**config.mk**
```make
export PLATFORM = sky130hd
export DESIGN_NAME = q2sc_top
export DESIGN_NICKNAME = d
export VERILOG_FILES = /design/src/q2sc_timer.v /design/src/q2sc_top.v
export VERILOG_INCLUDE_DIRS = /design/src /design/src/pkg
export SDC_FILE = /design/constraint.sdc
export NUM_CORES = 1
export LEC_CHECK = 0
export BUFFER_PORTS_ARGS = -buffer_cell sky130_fd_sc_hd__buf_2
export CAP_MARGIN = 20
export CELL_PAD_IN_SITES_DETAIL_PLACEMENT = 0
export CELL_PAD_IN_SITES_GLOBAL_PLACEMENT = 1
export CORE_ASPECT_RATIO = 0.9
export CORE_MARGIN = 3
export CORE_UTILIZATION = 37
export DETAILED_ROUTE_END_ITERATION = 7
export PLACE_DENSITY_LB_ADDON = 0.12
export SETUP_SLACK_MARGIN = 0.3
export SKIP_LAST_GASP = 1
export SLEW_MARGIN = 20
export SYNTH_ARGS = -nofsm -noshare
export SYNTH_HDL_FRONTEND = slang
export SYNTH_SLANG_ARGS = --single-unit
```
**constraint.sdc**
```tcl
create_clock -name clk_i -period 4.52 [get_ports clk_i]
set_input_delay 0.452 -clock clk_i [delete_from_list [all_inputs] [get_ports clk_i]]
set_output_delay 0.452 -clock clk_i [all_outputs]
set_load 0.05 [all_outputs]
```
**src/pkg/q2sc_map.vh**
```
`ifndef Q2SC_MAP_VH
`define Q2SC_MAP_VH

// ****************************************
// register offsets (byte addresses)
// ****************************************
`define Q2SC_OFS_CTRL 4'h0
`define Q2SC_OFS_STAT 4'h4
`define Q2SC_OFS_TEST 4'h8

// ****************************************
// queue2_control field positions
// ****************************************
`define Q2SC_CIE_BIT 15
`define Q2SC_PIE_BIT 14
`define Q2SC_ARM_BIT 13
`define Q2SC_MODE_HI 12
`define Q2SC_MODE_LO 8
`define Q2SC_RES_BIT 7
`define Q2SC_BQ_HI 5
`define Q2SC_BQ_LO 0

// ****************************************
// reset values
// ****************************************
`define Q2SC_CTRL_RST 16'h0027
`define Q2SC_BQ_RST 6'h27
`define Q2SC_FLAG_RST 1'b0

// ****************************************
// mode codes
// ****************************************
`define Q2SC_M_OFF 5'h00
`define Q2SC_M_SW_SS 5'h01
`define Q2SC_M_RISE_SS 5'h02
`define Q2SC_M_FALL_SS 5'h03
`define Q2SC_M_IT_LO 5'h04
`define Q2SC_M_IT_HI 5'h0e
`define Q2SC_M_SW_CS 5'h11
`define Q2SC_M_RISE_CS 5'h12
`define Q2SC_M_FALL_CS 5'h13
`define Q2SC_M_PT_LO 5'h14
`define Q2SC_M_PT_HI 5'h1e

// ****************************************
// table size and timer counts
// ****************************************
`define Q2SC_CCW_LAST 6'h27
`define Q2SC_BQ_EMPTY 6'h28
`define Q2SC_EXP_BASE 5'h03
`define Q2SC_TMR_W 18

`endif

```
**src/q2sc_timer.v**
```verilog
`timescale 1ns/100ps
`include "q2sc_map.vh"

// interval / periodic timer counting conversion clock periods
module q2sc_timer (
	input wire clk_i,
	input wire rst_i,
	input wire tick_i,
	input wire run_i,
	input wire clear_i,
	input wire [4:0] exp_i,
	output wire expire_o
);

	reg [`Q2SC_TMR_W-1:0] cnt_q;
	reg expire_q;
	reg [`Q2SC_TMR_W-1:0] last_w;

	// terminal count is two to the exponent minus one
	always @* begin
		last_w = {`Q2SC_TMR_W{1'b0}};
		if (exp_i <= 5'd18)
			last_w = ({{(`Q2SC_TMR_W-1){1'b0}}, 1'b1} << exp_i) -
				{{(`Q2SC_TMR_W-1){1'b0}}, 1'b1};
	end

	// clear wins so a new mode always starts a full interval
	always @(posedge clk_i) begin
		expire_q <= 1'b0;
		if (rst_i || clear_i || !run_i) begin
			cnt_q <= {`Q2SC_TMR_W{1'b0}};
		end else if (tick_i) begin
			if (cnt_q == last_w) begin
				cnt_q <= {`Q2SC_TMR_W{1'b0}};
				expire_q <= 1'b1;
			end else begin
				cnt_q <= cnt_q + {{(`Q2SC_TMR_W-1){1'b0}}, 1'b1};
			end
		end
	end

	assign expire_o = expire_q;

endmodule // q2sc_timer

```
**src/q2sc_top.v**
```verilog
`timescale 1ns/100ps
`include "q2sc_map.vh"

module q2sc_top (
	input wire clk_i,
	input wire rst_i,
	input wire [3:0] avs_address_i,
	input wire avs_read_i,
	input wire avs_write_i,
	input wire [31:0] avs_writedata_i,
	input wire [3:0] avs_byteenable_i,
	output wire [31:0] avs_readdata_o,
	output wire avs_waitrequest_o,
	input wire conversion_clock_tick_i,
	input wire q2_trigger_pin_i,
	input wire q1_active_i,
	input wire q1_fetch_i,
	input wire [5:0] q1_fetch_addr_i,
	input wire q2_suspend_i,
	input wire [5:0] q2_cur_addr_i,
	input wire q2_ccw_done_i,
	input wire q2_ccw_pause_i,
	input wire q2_eoq_i,
	output wire q1_end_o,
	output wire q2_start_o,
	output wire [5:0] q2_start_addr_o,
	output wire [2:0] q2_state_o
);

	// ****************************************
	// states and mode classes
	// ****************************************
	localparam ST_IDLE = 3'd0;
	localparam ST_PEND = 3'd1;
	localparam ST_ACT = 3'd2;
	localparam ST_SUSP = 3'd3;
	localparam ST_PAUSE = 3'd4;

	localparam MC_OFF = 3'd0;
	localparam MC_SW_SS = 3'd1;
	localparam MC_EDGE_SS = 3'd2;
	localparam MC_TMR_SS = 3'd3;
	localparam MC_SW_CS = 3'd4;
	localparam MC_EDGE_CS = 3'd5;
	localparam MC_TMR_CS = 3'd6;

	// mode code to trigger class
	function [2:0] mode_class;
		input [4:0] m;
		begin
			if (m == `Q2SC_M_SW_SS)
				mode_class = MC_SW_SS;
			else if (m == `Q2SC_M_RISE_SS || m == `Q2SC_M_FALL_SS)
				mode_class = MC_EDGE_SS;
			else if (m >= `Q2SC_M_IT_LO && m <= `Q2SC_M_IT_HI)
				mode_class = MC_TMR_SS;
			else if (m == `Q2SC_M_SW_CS)
				mode_class = MC_SW_CS;
			else if (m == `Q2SC_M_RISE_CS || m == `Q2SC_M_FALL_CS)
				mode_class = MC_EDGE_CS;
			else if (m >= `Q2SC_M_PT_LO && m <= `Q2SC_M_PT_HI)
				mode_class = MC_TMR_CS;
			else
				mode_class = MC_OFF;
		end
	endfunction

	// timer exponent: low four code bits plus three gives 7..17
	function [4:0] mode_exp;
		input [4:0] m;
		begin
			mode_exp = {1'b0, m[3:0]} + `Q2SC_EXP_BASE;
		end
	endfunction

	// ****************************************
	// registers
	// ****************************************
	reg wait_q;
	reg [31:0] rdata_q;
	reg cie_q;
	reg pie_q;
	reg arm_q;
	reg [4:0] mode_q;
	reg res_q;
	reg [5:0] bq_q;
	reg test_q;
	reg res_eff_q;
	reg [5:0] bq_eff_q;
	reg [5:0] subq_q;
	reg [5:0] abort_q;
	reg [2:0] state_q;
	reg [2:0] state_d;
	reg start_q;
	reg [5:0] start_addr_q;
	reg q1_end_q;
	reg pin_q;

	wire [2:0] mclass;
	wire single_w;
	wire take_w;
	wire wr_w;
	wire wr_lo_w;
	wire wr_hi_w;
	wire ctrl_wr_w;
	wire [4:0] mode_new_w;
	wire mode_chg_w;
	wire arm_set_w;
	wire rise_w;
	wire fall_w;
	wire edge_w;
	wire tmr_exp_w;
	wire tmr_run_w;
	wire trig_w;
	wire empty_w;
	wire done_end_w;
	wire done_pause_w;

	// ****************************************
	// avalon slave handshake
	// ****************************************
	// one wait cycle per access; the request is taken at the edge where
	// waitrequest is low, read data are loaded one cycle earlier
	assign take_w = (avs_read_i || avs_write_i) && !wait_q;
	assign wr_w = avs_write_i && take_w;
	assign ctrl_wr_w = wr_w && (avs_address_i == `Q2SC_OFS_CTRL);
	assign wr_lo_w = ctrl_wr_w && avs_byteenable_i[0];
	assign wr_hi_w = ctrl_wr_w && avs_byteenable_i[1];

	always @(posedge clk_i) begin
		if (rst_i)
			wait_q <= 1'b1;
		else
			wait_q <= !((avs_read_i || avs_write_i) && wait_q);
	end

	// read mux; arm bit hidden outside test mode
	always @(posedge clk_i) begin
		if (rst_i) begin
			rdata_q <= 32'h00000000;
		end else if (avs_read_i && wait_q) begin
			case (avs_address_i)
			`Q2SC_OFS_CTRL: begin
				rdata_q <= {16'h0000, cie_q, pie_q,
					arm_q & test_q,
					mode_q, res_q, 1'b0, bq_q};
			end
			`Q2SC_OFS_STAT: begin
				rdata_q <= {6'h00, abort_q, 2'b00, subq_q,
					res_eff_q, state_q, 2'b00, bq_eff_q};
			end
			`Q2SC_OFS_TEST: begin
				rdata_q <= {31'h00000000, test_q};
			end
			default: begin
				rdata_q <= 32'h00000000;
			end
			endcase
		end
	end

	assign avs_readdata_o = rdata_q;
	assign avs_waitrequest_o = wait_q;

	// ****************************************
	// control register
	// ****************************************
	assign mode_new_w = wr_hi_w ?
		avs_writedata_i[`Q2SC_MODE_HI:`Q2SC_MODE_LO] : mode_q;
	assign mode_chg_w = wr_hi_w && (mode_new_w != mode_q);
	assign arm_set_w = wr_hi_w && avs_writedata_i[`Q2SC_ARM_BIT];
	assign mclass = mode_class(mode_q);
	assign single_w = (mclass == MC_SW_SS) || (mclass == MC_EDGE_SS) ||
		(mclass == MC_TMR_SS);
	assign done_end_w = (state_q == ST_ACT) && q2_ccw_done_i &&
		q2_eoq_i;
	assign done_pause_w = (state_q == ST_ACT) && q2_ccw_done_i &&
		q2_ccw_pause_i && !q2_eoq_i;

	// mode and arm fields land in the same byte 1 write; the pointer lands with byte 0
	always @(posedge clk_i) begin
		if (rst_i) begin
			cie_q <= `Q2SC_FLAG_RST;
			pie_q <= `Q2SC_FLAG_RST;
			arm_q <= 1'b0;
			mode_q <= `Q2SC_M_OFF;
			res_q <= 1'b0;
			bq_q <= `Q2SC_BQ_RST;
			test_q <= 1'b0;
		end else begin
			if (wr_hi_w) begin
				cie_q <= avs_writedata_i[`Q2SC_CIE_BIT];
				pie_q <= avs_writedata_i[`Q2SC_PIE_BIT];
				mode_q <= mode_new_w;
			end
			// a write that sets the bit beats completion clearing it
			if (arm_set_w)
				arm_q <= 1'b1;
			else if (wr_hi_w)
				arm_q <= 1'b0;
			else if (done_end_w && single_w)
				arm_q <= 1'b0;
			if (wr_lo_w) begin
				res_q <= avs_writedata_i[`Q2SC_RES_BIT];
				bq_q <= avs_writedata_i[`Q2SC_BQ_HI:`Q2SC_BQ_LO];
			end
			if (wr_w && avs_address_i == `Q2SC_OFS_TEST &&
				avs_byteenable_i[0])
				test_q <= avs_writedata_i[0];
		end
	end

	// ****************************************
	// trigger sources
	// ****************************************
	always @(posedge clk_i) begin
		if (rst_i)
			pin_q <= 1'b0;
		else
			pin_q <= q2_trigger_pin_i;
	end

	assign rise_w = q2_trigger_pin_i && !pin_q;
	assign fall_w = !q2_trigger_pin_i && pin_q;
	// code bit 0 picks falling over rising
	assign edge_w = mode_q[0] ? fall_w : rise_w;
	// interval timer only runs while armed; periodic always runs
	assign tmr_run_w = (mclass == MC_TMR_CS) ||
		((mclass == MC_TMR_SS) && arm_q);

	q2sc_timer u_timer (
		.clk_i(clk_i),
		.rst_i(rst_i),
		.tick_i(conversion_clock_tick_i),
		.run_i(tmr_run_w),
		.clear_i(mode_chg_w),
		.exp_i(mode_exp(mode_q)),
		.expire_o(tmr_exp_w)
	);

	// combined trigger event per class
	assign trig_w =
		(mclass == MC_SW_SS) ? arm_q :
		(mclass == MC_EDGE_SS) ? (edge_w && arm_q) :
		(mclass == MC_TMR_SS) ? (tmr_exp_w && arm_q) :
		(mclass == MC_SW_CS) ? 1'b1 :
		(mclass == MC_EDGE_CS) ? edge_w :
		(mclass == MC_TMR_CS) ? tmr_exp_w :
		1'b0;

	// empty queue never starts a scan from idle
	assign empty_w = (bq_eff_q >= `Q2SC_BQ_EMPTY);

	// ****************************************
	// queue 2 sequencing state machine
	// ****************************************
	always @* begin
		state_d = state_q;
		case (state_q)
		ST_IDLE: begin
			if (trig_w && !empty_w && bq_q < `Q2SC_BQ_EMPTY)
				state_d = ST_PEND;
		end
		ST_PEND: begin
			if (!q1_active_i)
				state_d = ST_ACT;
		end
		ST_ACT: begin
			if (q2_suspend_i)
				state_d = ST_SUSP;
			else if (done_pause_w)
				state_d = ST_PAUSE;
			else if (done_end_w)
				state_d = (mclass == MC_SW_CS) ? ST_PEND : ST_IDLE;
		end
		ST_SUSP: begin
			if (!q1_active_i)
				state_d = ST_ACT;
		end
		ST_PAUSE: begin
			if (trig_w)
				state_d = ST_PEND;
		end
		default: begin
			state_d = ST_IDLE;
		end
		endcase
		if (mode_chg_w)
			state_d = ST_IDLE;
	end

	// effective pointer and resume point follow the register only
	// between scans, so a running queue is never torn mid-pass
	always @(posedge clk_i) begin
		if (rst_i) begin
			state_q <= ST_IDLE;
			res_eff_q <= 1'b0;
			bq_eff_q <= `Q2SC_BQ_RST;
			subq_q <= `Q2SC_BQ_RST;
			abort_q <= `Q2SC_BQ_RST;
			start_q <= 1'b0;
			start_addr_q <= `Q2SC_BQ_RST;
		end else begin
			state_q <= state_d;
			start_q <= 1'b0;
			if (mode_chg_w || state_q == ST_IDLE || done_end_w) begin
				res_eff_q <= res_q;
				bq_eff_q <= bq_q;
				subq_q <= bq_q;
			end else if (done_pause_w) begin
				// next subqueue; the paused one is not repeated
				subq_q <= q2_cur_addr_i + 6'h01;
			end
			if (state_q == ST_ACT && q2_suspend_i)
				abort_q <= q2_cur_addr_i;
			// fresh scan or continuation after a pause
			if (state_q == ST_PEND && !q1_active_i &&
				!mode_chg_w) begin
				start_q <= 1'b1;
				start_addr_q <= subq_q;
			end
			// resume after queue 1 lets go
			if (state_q == ST_SUSP && !q1_active_i &&
				!mode_chg_w) begin
				start_q <= 1'b1;
				start_addr_q <= res_eff_q ? abort_q :
					subq_q;
			end
		end
	end

	assign q2_start_o = start_q;
	assign q2_start_addr_o = start_addr_q;
	assign q2_state_o = state_q;

	// ****************************************
	// queue 1 end-of-queue boundary
	// ****************************************
	// compared on each fetch against the live register value, so a
	// word already in conversion always completes first
	always @(posedge clk_i) begin
		if (rst_i)
			q1_end_q <= 1'b0;
		else
			q1_end_q <= q1_fetch_i &&
				(q1_fetch_addr_i == bq_q);
	end

	assign q1_end_o = q1_end_q;

endmodule // q2sc_top

```
==> metrics.txt <==
vias per inst=5.63; Post-synth top cells=90 x dfxtp_1, 85 x nor2_1, 71 x nand2_1, 54 x a21oi_1, 33 x clkbuf_1; CP arrival=4.22 ns; Netlist Area Pre-Place=between 5000 and 6000 um2; Static Leak=roughly 0.0025 uW; initial detailed-routing violation count=336; Fill cells=1523; Detail Route met2 WL=approximately 7.1 mm; max layer used=met5; flops & latches, synth=90; hold buffers post-CTS=0; initial antenna violation count=1; row count=42; hold path cells=2; Die X=136 um; most frequent cell after synthesis=dfxtp_1; synth top area cells=dfxtp_1 32%, nor2_1 5.7%, a21oi_1 4.8%, nand2_1 4.7%, mux2i_1 3.9%; Clock Sinks=90; core region area=~15000 um2; crit share post-route=0.886; Place WS=~0.38 ns; final WL=16.9 mm; worst-case reg-to-reg path depth=12; Non-Filler Instances=approximately 970; Syn Area/Cell=roughly 7.8 um2; Least-Margin Pin Slew=0.906 ns; H-tree depth=3; Final Hold Viols=0; total global-route track usage=0.205; post-DP HPWL=roughly 13 mm; register area=around 1800 um2; fin crit period=4.00 ns; Clock Tree Buf Depth=2; routability-driven placement congestion ratio=a little under 0.9; IO Port Bufs=slightly below 80; Seq/Total Area, Yosys=0.321; io pins=roughly 110; Yosys top cell area share=0.321; first-pass GRT wire length=27.0 mm; Min-Delay Endpoint=avs_waitrequest_o; Most used DFF post-synth=dfxtp_1; layout cells sized above 1=0.190; Final Setup Violations=0; dpl cell area=6120 um2; Peak VDD IR=about 0.17 mV; DRC viols=0; clk_skew=just under 0.009 ns; CTS tree=done; crit path kind=reg -> reg; Crit Reg-Reg Startpoint=mode_q[0]; remaining antenna violation count=0; R2R Setup Slk=0.52 ns; TritonRoute pass-1 iters=7; largest area contributor in the netlist=dfxtp_1; Crit Path Max Fanout=17; dpl cells=958; max-slew violation count=0; CTS clk-pin slew, worst paths=0.07 ns; Layout area overhead=14.7%; YS warnings=0; Worst setup SP type=flip-flop; setup TNS=0 ns; Post-synth EDFFs=0; CP required=~4.7 ns; vias in the first global route=about 5000; total grt overflow=0; outcome=finished clean; cell area after layout=around 6400 um2; clock latency at the later pin of the worst-skew pair=roughly 0.35 ns; diodes inserted=0; crit end category=flip-flop; CTS root buffer=clkbuf_16; pin count of the biggest net entering global routing=50; RSZ-0062 raised after global routing=no; worst r2r dst=u_timer.cnt_q[17]; routed via count=about 5500; post-layout net count=~840; MaxCap Viol Count=0; worst hold path class=in -> reg; Max Clock Freq=about 250 MHz; Metal-1 WL=about 8.7 mm; ys async rst share=0; cts bufs inserted=9; die area=16700 um2; Cells after Synth=a little over 700; Initial Util=0.380; Wirelength per Cell=17.4 um; final worst slack=about 0.52 ns; min-delay src=avs_write_i; multi-input logic area=3520 um2; pwr/cell area=around 270 nW/um2; Yosys cell types=84; Max-Slew Margin vs Limit=0.396; Die H=roughly 120 um; met3 WL post-DR=971 um
==> stage by stage <==
step,hold slack (ns),power (uW),util
3_3_place_gp,0.435,1030,0.415
2_1_floorplan,0.445,970,-
3_5_place_dp,0.442,1030,0.415
4_1_cts,0.305,1790,0.434
5_1_grt,0.317,1840,0.436
6_report,0.323,1760,0.436
==> cells in the final DEF (no fill, tap or decap), types with 18 or more instances in the layout <==
cell,count
a21oi_1,54
buf_2,79
dfxtp_1,90
mux2i_1,21
nand2_1,71
nand3_1,30
nor2_1,85
nor3_1,18
o21ai_0,24
xor2_1,23
==> report_power, final <==
part	leakage (uW)	internal [uW]	switching (uW)	total, uW
sequential	0.000727	810	19.7	830
combinational	0.00166	56.6	125	181
clock	0.000142	427	326	754
==> area by class of cell <==
| type | instances | area share |
|---|---|---|
| multi-input cells | 557 | 0.546 |
| flip-flops and latches | 90 | 0.280 |
| repair buffers | 94 | 0.0795 |
| well taps | 198 | 0.0385 |
| clock buffers | 9 | 0.0350 |
| inverters | 19 | 0.0111 |
| clock inverters | 6 | 0.0101 |
==> worst max path at each step <==
stage	startpoint	endpoint	slack, ns	depth (start not counted)
floorplan	mode_q[0]	u_timer.cnt_q[10]	0.33	18
global placement	mode_q[0]	u_timer.cnt_q[12]	0.45	16
detailed placement	mode_q[0]	u_timer.cnt_q[12]	0.38	16
CTS	mode_q[0]	u_timer.cnt_q[17]	0.36	16
global route	mode_q[0]	u_timer.cnt_q[12]	0.34	12
finish	mode_q[0]	u_timer.cnt_q[17]	0.52	12
==> cells by family after synthesis <==
kind of cell               synth area share
and+or+nand+nor                       0.279
other                              0.000668
AOI/OAI and AO/OA                     0.206
adders and majority gates            0.0178
buffers and inverters                0.0655
xor gates and xnor gates             0.0664
DFF                                   0.321
muxes                                0.0437
==> routing by layer <==
metal  track usage  up-vias
met5             0        -
met4        0.0516        2
met3        0.0443       14
met2         0.295      145
met1         0.309     2637
li1              -     2680
==> timing repair <==
| action | in CTS | in global routing |
|---|---|---|
| hold endpoints to repair | 0 | 0 |
| setup buffers | 0 | 0 |
| endpoints found under the setup margin | 0 | 17 |
| gates resized for setup | 0 | 7 |
==> worst max-delay path: stages, from the launching register on <==
cell and delay, ns:
dfxtp_1 0.33, inv_1 0.09, ha_1 0.39, nor4_2 0.58, nor4b_2 0.16, nor3_4 0.34, and3_1 0.36, a21oi_1 0.15
a2111o_1 0.40, or4_4 0.54, nor4_4 0.24, buf_6 0.24, nor3_1 0.08
==> state kept, by name, indices dropped and copies added, names as in the netlist <==
signal	count
abort_q	6
arm_q	1
avs_readdata_o	23
avs_waitrequest_o	1
bq_eff_q	6
bq_q	6
cie_q	1
mode_q	5
pie_q	1
pin_q	1
q1_end_o	1
q2_start_addr_o	6
q2_start_o	1
q2_state_o	3
res_eff_q	1
res_q	1
subq_q	6
test_q	1
u_timer.cnt_q	18
u_timer.expire_o	1
(Power assumes the default switching activity.)
